`config.mk`:
```
export PLATFORM = sky130hd
export DESIGN_NAME = cmpi_core_memory_protect_interlock
export DESIGN_NICKNAME = d
export VERILOG_FILES = /design/src/cmpi_pkg.sv /design/src/cmpi_pair_if.sv /design/src/cmpi_pair_guard.sv /design/src/cmpi_core_memory_protect_interlock.sv
export SDC_FILE = /design/constraint.sdc
export NUM_CORES = 1
export LEC_CHECK = 0
export ABC_CLOCK_PERIOD_IN_PS = 2000
export BUFFER_PORTS_ARGS = -buffer_cell sky130_fd_sc_hd__buf_2
export CAP_MARGIN = 40
export CORE_MARGIN = 5
export CORE_UTILIZATION = 45
export DETAILED_ROUTE_END_ITERATION = 7
export HOLD_SLACK_MARGIN = 0.1
export PLACE_DENSITY = 0.75
export SETUP_SLACK_MARGIN = 0.5
export SYNTH_ARGS = -nofsm -noshare
export SYNTH_HDL_FRONTEND = slang
export SYNTH_SLANG_ARGS = --single-unit
```
`constraint.sdc`:
```
create_clock -name clk_sys -period 2 [get_ports clk_sys]
set_clock_uncertainty 0.15 [all_clocks]
set_input_delay 0 -clock clk_sys [delete_from_list [all_inputs] [get_ports clk_sys]]
set_output_delay 0 -clock clk_sys [all_outputs]
set_load 0.01 [all_outputs]
```
`src/cmpi_pkg.sv`:
```
// Constants and types shared by the core memory protect interlock.
package cmpi_pkg;

  // ********************************************************************
  // Clock and timing
  // ********************************************************************
  localparam int CLK_PERIOD_NS = 100;
  localparam int DISABLE_DELAY_US = 3;
  localparam int PULSE_GAP_NS = 120;

  // Least times round up to whole cycles, never below one.
  localparam int DISABLE_DELAY_CYC_I =
    (DISABLE_DELAY_US * 1000 + CLK_PERIOD_NS - 1) / CLK_PERIOD_NS;
  localparam int PULSE_GAP_CYC_I = (PULSE_GAP_NS + CLK_PERIOD_NS - 1) / CLK_PERIOD_NS;

  localparam int DLY_W = 6;
  localparam int GAP_W = 3;
  localparam logic [DLY_W-1:0] DISABLE_DELAY_CYC =
    DLY_W'((DISABLE_DELAY_CYC_I < 1) ? 1 : DISABLE_DELAY_CYC_I);
  localparam logic [GAP_W-1:0] PULSE_GAP_CYC =
    GAP_W'((PULSE_GAP_CYC_I < 1) ? 1 : PULSE_GAP_CYC_I);

  // ********************************************************************
  // Reset values
  // ********************************************************************
  localparam logic [DLY_W-1:0] DLY_CNT_RST = 6'h00;
  localparam logic [GAP_W-1:0] GAP_CNT_RST = 3'h0;
  localparam logic FLAG_RST = 1'b0;

  // ********************************************************************
  // Pulse pair guard states
  // ********************************************************************
  typedef enum logic [1:0] {
    CMPI_IDLE,
    CMPI_POS,
    CMPI_NEG,
    CMPI_GAP
  } cmpi_guard_state_t;

endpackage

```
`src/cmpi_pair_if.sv`:
```
// Carrier for one guarded pair of voltage switch timing pulses.
`timescale 1ns/1ps
interface cmpi_pair_if;
  logic req_pos;
  logic req_neg;
  logic pulse_pos;
  logic pulse_neg;

  modport guard (
    input req_pos,
    input req_neg,
    output pulse_pos,
    output pulse_neg
  );

  modport user (
    output req_pos,
    output req_neg,
    input pulse_pos,
    input pulse_neg
  );
endinterface

```
`src/cmpi_pair_guard.sv`:
```
// Overlap guard for one pair of voltage switch timing pulses.
`timescale 1ns/1ps
module cmpi_pair_guard (
  input wire logic clk_sys,
  input wire logic rstn,
  cmpi_pair_if.guard pair
);
  import cmpi_pkg::*;

  cmpi_guard_state_t state_reg;
  cmpi_guard_state_t state_next;
  logic [GAP_W-1:0] gap_reg;
  logic [GAP_W-1:0] gap_next;
  logic pos_reg;
  logic neg_reg;

  // ********************************************************************
  // Next state
  // ********************************************************************
  // A trailing edge always passes through the gap state, so the other pulse
  // of the pair cannot start until the gap has run out.
  always_comb begin
    state_next = state_reg;
    gap_next = gap_reg;
    case (state_reg)
      CMPI_IDLE: begin
        if (pair.req_pos) begin
          state_next = CMPI_POS;
        end else if (pair.req_neg) begin
          state_next = CMPI_NEG;
        end
      end
      CMPI_POS: begin
        if (!pair.req_pos) begin
          state_next = CMPI_GAP;
          gap_next = PULSE_GAP_CYC - 3'h1;
        end
      end
      CMPI_NEG: begin
        if (!pair.req_neg) begin
          state_next = CMPI_GAP;
          gap_next = PULSE_GAP_CYC - 3'h1;
        end
      end
      CMPI_GAP: begin
        if (gap_reg == 3'h0) begin
          state_next = CMPI_IDLE;
        end else begin
          gap_next = gap_reg - 3'h1;
        end
      end
      default: begin
        state_next = CMPI_IDLE;
      end
    endcase
  end

  always_ff @(posedge clk_sys) begin
    if (!rstn) begin
      state_reg <= CMPI_IDLE;
      gap_reg <= GAP_CNT_RST;
      pos_reg <= FLAG_RST;
      neg_reg <= FLAG_RST;
    end else begin
      state_reg <= state_next;
      gap_reg <= gap_next;
      pos_reg <= (state_next == CMPI_POS);
      neg_reg <= (state_next == CMPI_NEG);
    end
  end

  assign pair.pulse_pos = pos_reg;
  assign pair.pulse_neg = neg_reg;
endmodule

```
`src/cmpi_core_memory_protect_interlock.sv`:
```
// Top of the core memory protect interlock: predrive disable, monitors, pulse guards.
`timescale 1ns/1ps
// Behaviour
// - While disabled, X and Y predrive outputs are forced to the non-driving level.
// - Disable asserts only after a trigger has stood for three microseconds.
// - Triggers are transition hold, airflow shutdown request, or undervoltage failure.
// - Airflow shutdown request is low normally, high on airflow failure.
// - Transition hold clamps the airflow shutdown request low.
// - Undervoltage failure rises when any monitored rail falls beyond its limit.
// - Undervoltage failure feeds the disable and raises memory fault status.
// - Memory fault status is airflow failure OR undervoltage failure.
// - X and Y pulse pairs are guarded separately; pulses of a pair never overlap.
// - Next pulse of a pair starts at least 120 ns after previous trailing edge.
module cmpi_core_memory_protect_interlock (
  input wire logic clk_sys,
  input wire logic rstn,
  input wire logic power_transition_hold,
  input wire logic airflow_fail_detect,
  input wire logic rail_p8v_below_limit,
  input wire logic rail_p4v_below_limit,
  input wire logic rail_n8v_above_limit,
  input wire logic rail_p24v_below_limit,
  input wire logic x_predrive_req,
  input wire logic y_predrive_req,
  input wire logic x_switch_pulse_pos_req,
  input wire logic x_switch_pulse_neg_req,
  input wire logic y_switch_pulse_pos_req,
  input wire logic y_switch_pulse_neg_req,
  output logic x_predrive,
  output logic y_predrive,
  output logic predrive_disable,
  output logic airflow_shutdown_request,
  output logic undervoltage_fail,
  output logic memory_fault_status,
  output logic x_switch_pulse_pos,
  output logic x_switch_pulse_neg,
  output logic y_switch_pulse_pos,
  output logic y_switch_pulse_neg
);
  import cmpi_pkg::*;

  // ********************************************************************
  // Monitors
  // ********************************************************************
  wire logic rail_any_fail;
  wire logic airflow_req_next;
  wire logic trigger_any;
  logic airflow_req_reg;
  logic undervolt_reg;
  logic fault_reg;

  assign rail_any_fail = rail_p8v_below_limit | rail_p4v_below_limit
    | rail_n8v_above_limit | rail_p24v_below_limit;
  // The clamp keeps an airflow failure seen during power transitions from tripping the supply.
  assign airflow_req_next = airflow_fail_detect & ~power_transition_hold;

  always_ff @(posedge clk_sys) begin
    if (!rstn) begin
      airflow_req_reg <= FLAG_RST;
      undervolt_reg <= FLAG_RST;
      fault_reg <= FLAG_RST;
    end else begin
      airflow_req_reg <= airflow_req_next;
      undervolt_reg <= rail_any_fail;
      // Raw airflow detector, not the clamped request, so status still reports
      // an airflow failure seen during a transition. It may chatter while the
      // analog detectors settle; consumers must wait for it to stand still.
      fault_reg <= airflow_fail_detect | rail_any_fail;
    end
  end

  assign airflow_shutdown_request = airflow_req_reg;
  assign undervoltage_fail = undervolt_reg;
  assign memory_fault_status = fault_reg;

  // ********************************************************************
  // Predrive disable
  // ********************************************************************
  logic [DLY_W-1:0] dly_reg;
  logic [DLY_W-1:0] dly_next;
  logic disable_reg;
  wire logic dly_done;

  assign trigger_any = power_transition_hold | airflow_req_reg | undervolt_reg;
  assign dly_done = (dly_reg == DISABLE_DELAY_CYC - 6'h01);

  // The counter saturates one short of the delay; the disable flop adds the last cycle.
  always_comb begin
    if (!trigger_any) begin
      dly_next = DLY_CNT_RST;
    end else if (dly_done) begin
      dly_next = dly_reg;
    end else begin
      dly_next = dly_reg + 6'h01;
    end
  end

  always_ff @(posedge clk_sys) begin
    if (!rstn) begin
      dly_reg <= DLY_CNT_RST;
      disable_reg <= FLAG_RST;
    end else begin
      dly_reg <= dly_next;
      disable_reg <= trigger_any & dly_done;
    end
  end

  assign predrive_disable = disable_reg;
  assign x_predrive = x_predrive_req & ~disable_reg;
  assign y_predrive = y_predrive_req & ~disable_reg;

  // ********************************************************************
  // Timing pulse guards
  // ********************************************************************
  cmpi_pair_if x_pair ();
  cmpi_pair_if y_pair ();

  assign x_pair.req_pos = x_switch_pulse_pos_req;
  assign x_pair.req_neg = x_switch_pulse_neg_req;
  assign y_pair.req_pos = y_switch_pulse_pos_req;
  assign y_pair.req_neg = y_switch_pulse_neg_req;

  cmpi_pair_guard u_x_guard (
    .clk_sys(clk_sys),
    .rstn(rstn),
    .pair(x_pair.guard)
  );

  cmpi_pair_guard u_y_guard (
    .clk_sys(clk_sys),
    .rstn(rstn),
    .pair(y_pair.guard)
  );

  assign x_switch_pulse_pos = x_pair.pulse_pos;
  assign x_switch_pulse_neg = x_pair.pulse_neg;
  assign y_switch_pulse_pos = y_pair.pulse_pos;
  assign y_switch_pulse_neg = y_pair.pulse_neg;

  // ********************************************************************
  // Checks
  // ********************************************************************
  logic [7:0] trig_run;
  always_ff @(posedge clk_sys) begin
    if (!rstn) begin
      trig_run <= 8'h00;
    end else if (!trigger_any) begin
      trig_run <= 8'h00;
    end else if (trig_run != 8'hff) begin
      trig_run <= trig_run + 8'h01;
    end
  end

  // ********************************************************************
  // Pair gap watch
  // ********************************************************************
  // Idle cycles since either pulse of a pair was last high. The count rests at
  // full after reset so the first pulse is not taken for one inside a gap.
  localparam logic [2:0] QUIET_FULL = 3'h7;
  logic [2:0] x_quiet;
  logic [2:0] y_quiet;

  function automatic logic [2:0] quiet_step(input logic busy, input logic [2:0] cnt);
    if (busy) begin
      return 3'h0;
    end
    return (cnt == QUIET_FULL) ? cnt : cnt + 3'h1;
  endfunction

  always_ff @(posedge clk_sys) begin
    if (!rstn) begin
      x_quiet <= QUIET_FULL;
    end else begin
      x_quiet <= quiet_step(x_switch_pulse_pos | x_switch_pulse_neg, x_quiet);
    end
  end

  always_ff @(posedge clk_sys) begin
    if (!rstn) begin
      y_quiet <= QUIET_FULL;
    end else begin
      y_quiet <= quiet_step(y_switch_pulse_pos | y_switch_pulse_neg, y_quiet);
    end
  end
endmodule

```
==> results of run 1 <==
[logic make-up (layout without fill, tap and decap cells)]
group | count (synthesis) | after routing | synth area share
adder cells (fa/ha/maj) | 6 | 6 | 0.0688
multiplexers | 1 | 1 | 0.00917
flip-flops | 24 | 24 | 0.440
XOR/XNOR | 3 | 3 | 0.0241
buffers and inverters | 12 | 57 | 0.0436
AND/OR/NAND/NOR | 47 | 47 | 0.242
AO/OA/AOI/OAI | 28 | 28 | 0.172
[timing repair]
| item | 4_1_cts | 5_1_grt |
|---|---|---|
| buffers inserted | 1 | 6 |
| endpoints found under the hold margin | 24 | 0 |
| setup endpoints to repair | 5 | 6 |
| pin swaps | 4 | 4 |
| resized for setup | 8 | 7 |
| hold buffers | 13 | 0 |
[Yosys cell counts, drive strengths merged, types with 2 or more instances]
master / n / area (um^2)
a21oi: 9 / 45.0
and3: 2 / 12.5
and3b: 2 / 17.5
clkbuf: 2 / 8.75
dfxtp: 24 / 480
ha: 6 / 75.1
inv: 9 / 33.8
nand2: 8 / 30.0
nand2b: 4 / 25.0
nand3: 4 / 20.0
nand4b: 3 / 26.3
nor2: 9 / 33.8
nor2b: 4 / 25.0
nor3: 4 / 20.0
o21ai: 5 / 25.0
o311ai: 2 / 17.5
o31ai: 2 / 15.0
or3b: 2 / 17.5
xor2: 2 / 17.5
[area by class of cell]
class	count	area (um^2)	area share
clock buffers	4	36.3	0.0243
inverters	9	36.3	0.0243
multi-input cells	85	596	0.399
flip-flops and latches	24	485	0.325
well taps	28	35.0	0.0235
repair buffers	44	305	0.204
[worst max-delay path: stages (launching register included)]
cell and delay (ps):
dfxtp_2 360, inv_4 50, ha_4 150, and3b_2 230, or4_1 410, a21oi_1 140
[power by group]
part	internal (mW)	total, mW	switching (mW)
clock	0.111	0.257	0.145
sequential	0.508	0.537	0.0294
combinational	0.104	0.193	0.0886
total	0.723	0.987	0.263
[routing by layer]
layer  wire length [um]  track usage
met1               1060        0.150
met2               1190        0.245
met3                137       0.0305
met4                 44       0.0744
met5                  0            0
[through the flow]
step           hold WS [ps]  instance area, um^2
2_1_floorplan         -77.6                 1090
3_3_place_gp           40.0                 1240
3_5_place_dp           41.5                 1240
4_1_cts                 157                 1420
5_1_grt                 169                 1490
6_report                156                 1490
[cell usage in the layout (no fill, tap or decap), types with 3 or more instances in the layout]
cell           count
dfxtp_1           20
a21oi_1            9
dfxtp_2            4
nand3_1            4
ha_1               4
buf_2             23
nor2b_1            4
inv_1              5
nand2b_1           4
inv_2              3
clkbuf_4           3
buf_4              8
nor2_1             9
o21ai_0            5
nor3_1             3
nand4b_1           3
dlygate4sd3_1     13
nand2_1            8
[how the worst max path moves through the flow]
| stage | startpoint | endpoint | slack (ps) | cells past startpoint |
|---|---|---|---|---|
| after floorplan | u_y_guard.gap_reg[0] | u_y_guard.gap_reg[2] | 510 | 5 |
| after global placement | u_y_guard.gap_reg[0] | u_y_guard.gap_reg[2] | 490 | 5 |
| after detailed placement | u_y_guard.gap_reg[1] | u_y_guard.gap_reg[2] | 450 | 5 |
| after CTS | u_y_guard.gap_reg[0] | u_y_guard.gap_reg[0] | 480 | 5 |
| after global routing | u_y_guard.gap_reg[0] | u_y_guard.gap_reg[2] | 420 | 5 |
| final | u_y_guard.gap_reg[0] | u_y_guard.gap_reg[2] | 450 | 5 |
==> results.cfg, run 1 <==
[synth]
synth_seq_cells = 24
synth-main-ff-cell = dfxtp_1
synth_edf_count = 0
synth-warning-count = 0
seq_area_frac_synth = 0.440
syn-num-nets = 141
yosysUniqueCellTypes = 39
syn_area_per_cell_um2 = 9.02
syn_area_um2 = 1090
syn_inst = 121
async_flop_share = 0

[detailed_routing]
drc_errors = 0
drt_iter0_drc = 23
ant_nets = 0
viasPerCell = 5.39
detail_route.wl_per_cell_um = 12.5
first_pass_iters = 4
vias = 1045
wirelength_mm = 2.43

[power]
power.density_nw_per_um2 = 661
p_leak_nw = 0.644
ir_worst_vdd_mv = 0.384
total_power_mw = 0.987

[placed_design]
io_buffers = 23
place_ws_ps = 447
place_congestion = 0.765
hpwl_mm = 1.70
post-place-cells = 170

[worst_hold_path]
holdPathStages = 3
hold_start = y_predrive_req
min_path_type = input pin to primary output
min_to = y_predrive

[cells_and_area]
largest_reg_flops = 6
post-route-util = 0.663
fin_cells = 194
drive_above_1_share = 0.301
fin_nets = 187
fillers = 199
area_growth_pct = 36.9
antennaDiodeCount = 0

[critical_path]
cp-start-kind = flop
critPathKind = flop to flop
r2r_end = u_y_guard.gap_reg[2]
rrSetupSlack_ps = 450
path_max_fanout = 4
rr_startpoint = u_y_guard.gap_reg[0]
rr_worst_depth = 5
arrival_ps = 1650
end_kind = flop
cp.required_ps = 2100

[clock_tree]
root_buffer = clkbuf_4
h-tree-depth = 1
clk_latency_ps = 310
cts_sinks = 24
cts_buffers = 3
clk_pin_slew_ps = 130
cts_tree = done
clockBufferDepth = 2

[grt]
grt_start_max_net_pins = 14
antenna_found_initial = 0
grt_pass1_wl_mm = 3.68
overflow = 0
grt.total_usage = 0.138
first_global_vias = 916

[floorplan]
die_h_um = 59.2
floorplan.initialDensity = 0.484
die-area_um2 = 3510
die_w_um = 59.2
io_pins = 24
core_um2 = 2250
fp-row-count = 17

[timing]
fmax_mhz = 646
setup_viol = 0
min_period_over_period = 0.773
max-slew-margin-rel = 0.721
worst_slew_pin_slew_ps = 413
slew_violations = 0
finalSetupTns_ps = 0
setup_slack_ps = 453
final-hold-violation-count = 0
rsz0062_at_grt = true
fin_crit_ps = 1550

[run]
maxCapViolations = 0

[run_status]
status = finished, final reports clean
(Power assumes the default switching activity.)
==> inputs of run 2 (changes only) <==
--- a/config.mk
+++ b/config.mk
@@ -5,14 +5,16 @@
 export SDC_FILE = /design/constraint.sdc
 export NUM_CORES = 1
 export LEC_CHECK = 0
-export ABC_CLOCK_PERIOD_IN_PS = 2000
+export ABC_AREA = 1
+export ABC_CLOCK_PERIOD_IN_PS = 1400
 export BUFFER_PORTS_ARGS = -buffer_cell sky130_fd_sc_hd__buf_2
 export CAP_MARGIN = 40
+export CORE_ASPECT_RATIO = 2
 export CORE_MARGIN = 5
 export CORE_UTILIZATION = 45
 export DETAILED_ROUTE_END_ITERATION = 7
 export HOLD_SLACK_MARGIN = 0.1
-export PLACE_DENSITY = 0.75
+export PLACE_DENSITY = 0.77
 export SETUP_SLACK_MARGIN = 0.5
 export SYNTH_ARGS = -nofsm -noshare
 export SYNTH_HDL_FRONTEND = slang
==> constraint.sdc (replaced) <==
create_clock -name clk_sys -period 1.4 [get_ports clk_sys]
set_clock_uncertainty 0.15 [all_clocks]
set_input_delay 0 -clock clk_sys [delete_from_list [all_inputs] [get_ports clk_sys]]
set_output_delay 0 -clock clk_sys [all_outputs]
set_load 0.01 [all_outputs]
==> results.cfg, run 2 <==
[cells_and_area]
area_growth_pct = 43.2
antennaDiodeCount = 0
largest_reg_flops = 6
fin_nets = 218
final_common_cell = nand2_1
layout_common_cells = nand2_1, buf_2, nor2_1
drive_above_1_share = 0.487
fillers = 215

[synth]
yosysUniqueCellTypes = 28
yosysTopAreaCell = dfxtp_1
synth-main-ff-cell = dfxtp_1
synth-warning-count = 0
syn_area_um2 = 1180
syn_area_per_cell_um2 = 7.43
async_flop_share = 0
syn-num-nets = 179
yosysMostFrequentCell = nand2_1
syn_inst = 159
synth_seq_cells = 24
synth_top_area_frac = 0.407
synth_edf_count = 0
ys_top_cells_by_count = nand2_1, dfxtp_1, inv_1, nor2_1, a21oi_1
seq_area_frac_synth = 0.407
ys_top_cells_by_area = dfxtp_1, nand2_1, inv_1

[grt]
overflow = 0
grt_start_max_net_pins = 16
grt_busiest_layer = met2
grt.total_usage = 0.165
gr-usage-met1 = 0.147
first_global_vias = 1172
use_met3 = 0.0239
antenna_found_initial = 0
grt_pass1_wl_mm = 4.66
use_met2 = 0.329

[critical_path]
arrival_ps = 1360
path_max_fanout = 4
rrSetupSlack_ps = 50
end_kind = flop
critPathKind = flop to flop
cp.required_ps = 1410
cp-start-kind = flop
rr_startpoint = u_x_guard.gap_reg[0]
worstSetupStartpoint = u_x_guard.gap_reg[0]

[detailed_routing]
drc_errors = 0
drt_iter0_drc = 33
wirelength_mm = 2.77
vias = 1133
viasPerCell = 5.04
detail_route.wl_per_cell_um = 12.3
first_pass_iters = 4
ant_nets = 0

[timing]
min_period_over_period = 0.962
rsz0062_at_grt = true
fmax_mhz = 743
fin_crit_ps = 1350
worst_slew_pin_slew_ps = 487
setup_viol = 0
final-hold-violation-count = 13
finalSetupTns_ps = 0
setup_slack_ps = 53.4
slew_violations = 0
max-slew-margin-rel = 0.675
hold_ws_ps = -190

[floorplan]
die_h_um = 82.5
die-area_um2 = 3810
core_um2 = 2540
io_pins = 24
die_w_um = 46.2
floorplan.initialDensity = 0.465
fp-row-count = 26

[clock_tree]
h-tree-depth = 1
cts_sinks = 24
cts-hold-fix-buffers = 3
clk_latency_ps = 260
cts_tree = done
clk_pin_slew_ps = 80
cts_buffers = 3
root_buffer = clkbuf_8
clockBufferDepth = 2

[placed_design]
place_congestion = 0.765
hpwl_mm = 1.96
io_buffers = 23
place_ws_ps = 70.9

[run_status]
violations = hold timing
status = finished, violations left

[power]
p_leak_nw = 0.761
power.density_nw_per_um2 = 1060
ir_worst_vdd_mv = 0.885
total_power_mw = 1.79

[worst_hold_path]
min_path_type = input pin to flop
hold_start = rail_p24v_below_limit

[run]
maxCapViolations = 0
[run 2: cell types whose count changed in the layout (fill, tap and decap cells not counted), sizes merged, moves of 3 or more]
cell         before  now
inv               9   27
nand2             8   38
nand4b            3    0
a21oi             9   14
nor3              4    1
nor2b             4    0
nor2              9   21
nand3             4   11
nand2b            4    0
dlygate4sd3      13    3
[run 2: report_power, final]
group	switching (mW)	total, mW	internal (mW)
Clock	0.216	0.598	0.382
Sequential	0.0367	0.768	0.731
Combinational	0.241	0.422	0.181
[run 2: through the flow]
stage | util | instance area [um^2] | cells
3_3_place_gp | 0.554 | 1410 | 209
2_1_floorplan | - | 1260 | 159
5_1_grt | 0.667 | 1690 | 225
6_report | 0.667 | 1690 | 225
4_1_cts | 0.643 | 1630 | 223
3_5_place_dp | 0.554 | 1410 | 209
[run 2: cells by family after synthesis]
kind of cell,Yosys count,share of synthesized area
xor gates and xnor gates,2,0.0148
DFF,24,0.407
buffers and inverters,30,0.0974
and+or+nand+nor,76,0.312
adders and majority gates,6,0.0636
AOI/OAI and AO/OA,21,0.105
[run 2: cell type report]
cell class	instances	area, um^2	area share
clock buffer	3	41.3	0.0244
inverter	29	115	0.0680
tap	28	35.0	0.0207
sequential	24	502	0.297
multi-input combinational	105	723	0.428
clock inverter	1	30.0	0.0178
timing repair buffer	35	245	0.145
[run 2: worst max-delay path, cell delays in order, from the launching register on]
cell	delay, ps
dfxtp_2	340
inv_2	50
ha_4	150
inv_4	50
nor2_4	40
nand2_4	110
nand2_4	60
nor2_4	130
nand2_1	70
nand2_1	50
nor2_1	30
[run 2: per-layer routing]
metal	wire, um	vias to the layer above	part of all wire
met5	0	-	0
met4	87	0	0.031
met3	121	9	0.044
met2	1620	33	0.58
met1	945	513	0.34
li1	-	578	-
[run 2: repair_timing]
| action | in CTS | in global routing |
|---|---|---|
| pin swaps | 19 | 11 |
| resized for setup | 20 | 12 |
| endpoints found under the setup margin | 23 | 26 |
| buffers inserted | 7 | 2 |
| hold endpoints to repair | 23 | 22 |
[run 2: path summary, 6_finish.rpt]
| path | end | cells past startpoint |
|---|---|---|
| max | u_x_guard.gap_reg[1] | 10 |
| min | undervoltage_fail | 3 |
| max reg2reg | u_x_guard.gap_reg[1] | 10 |
| min reg2reg | dly_reg[5] | 2 |
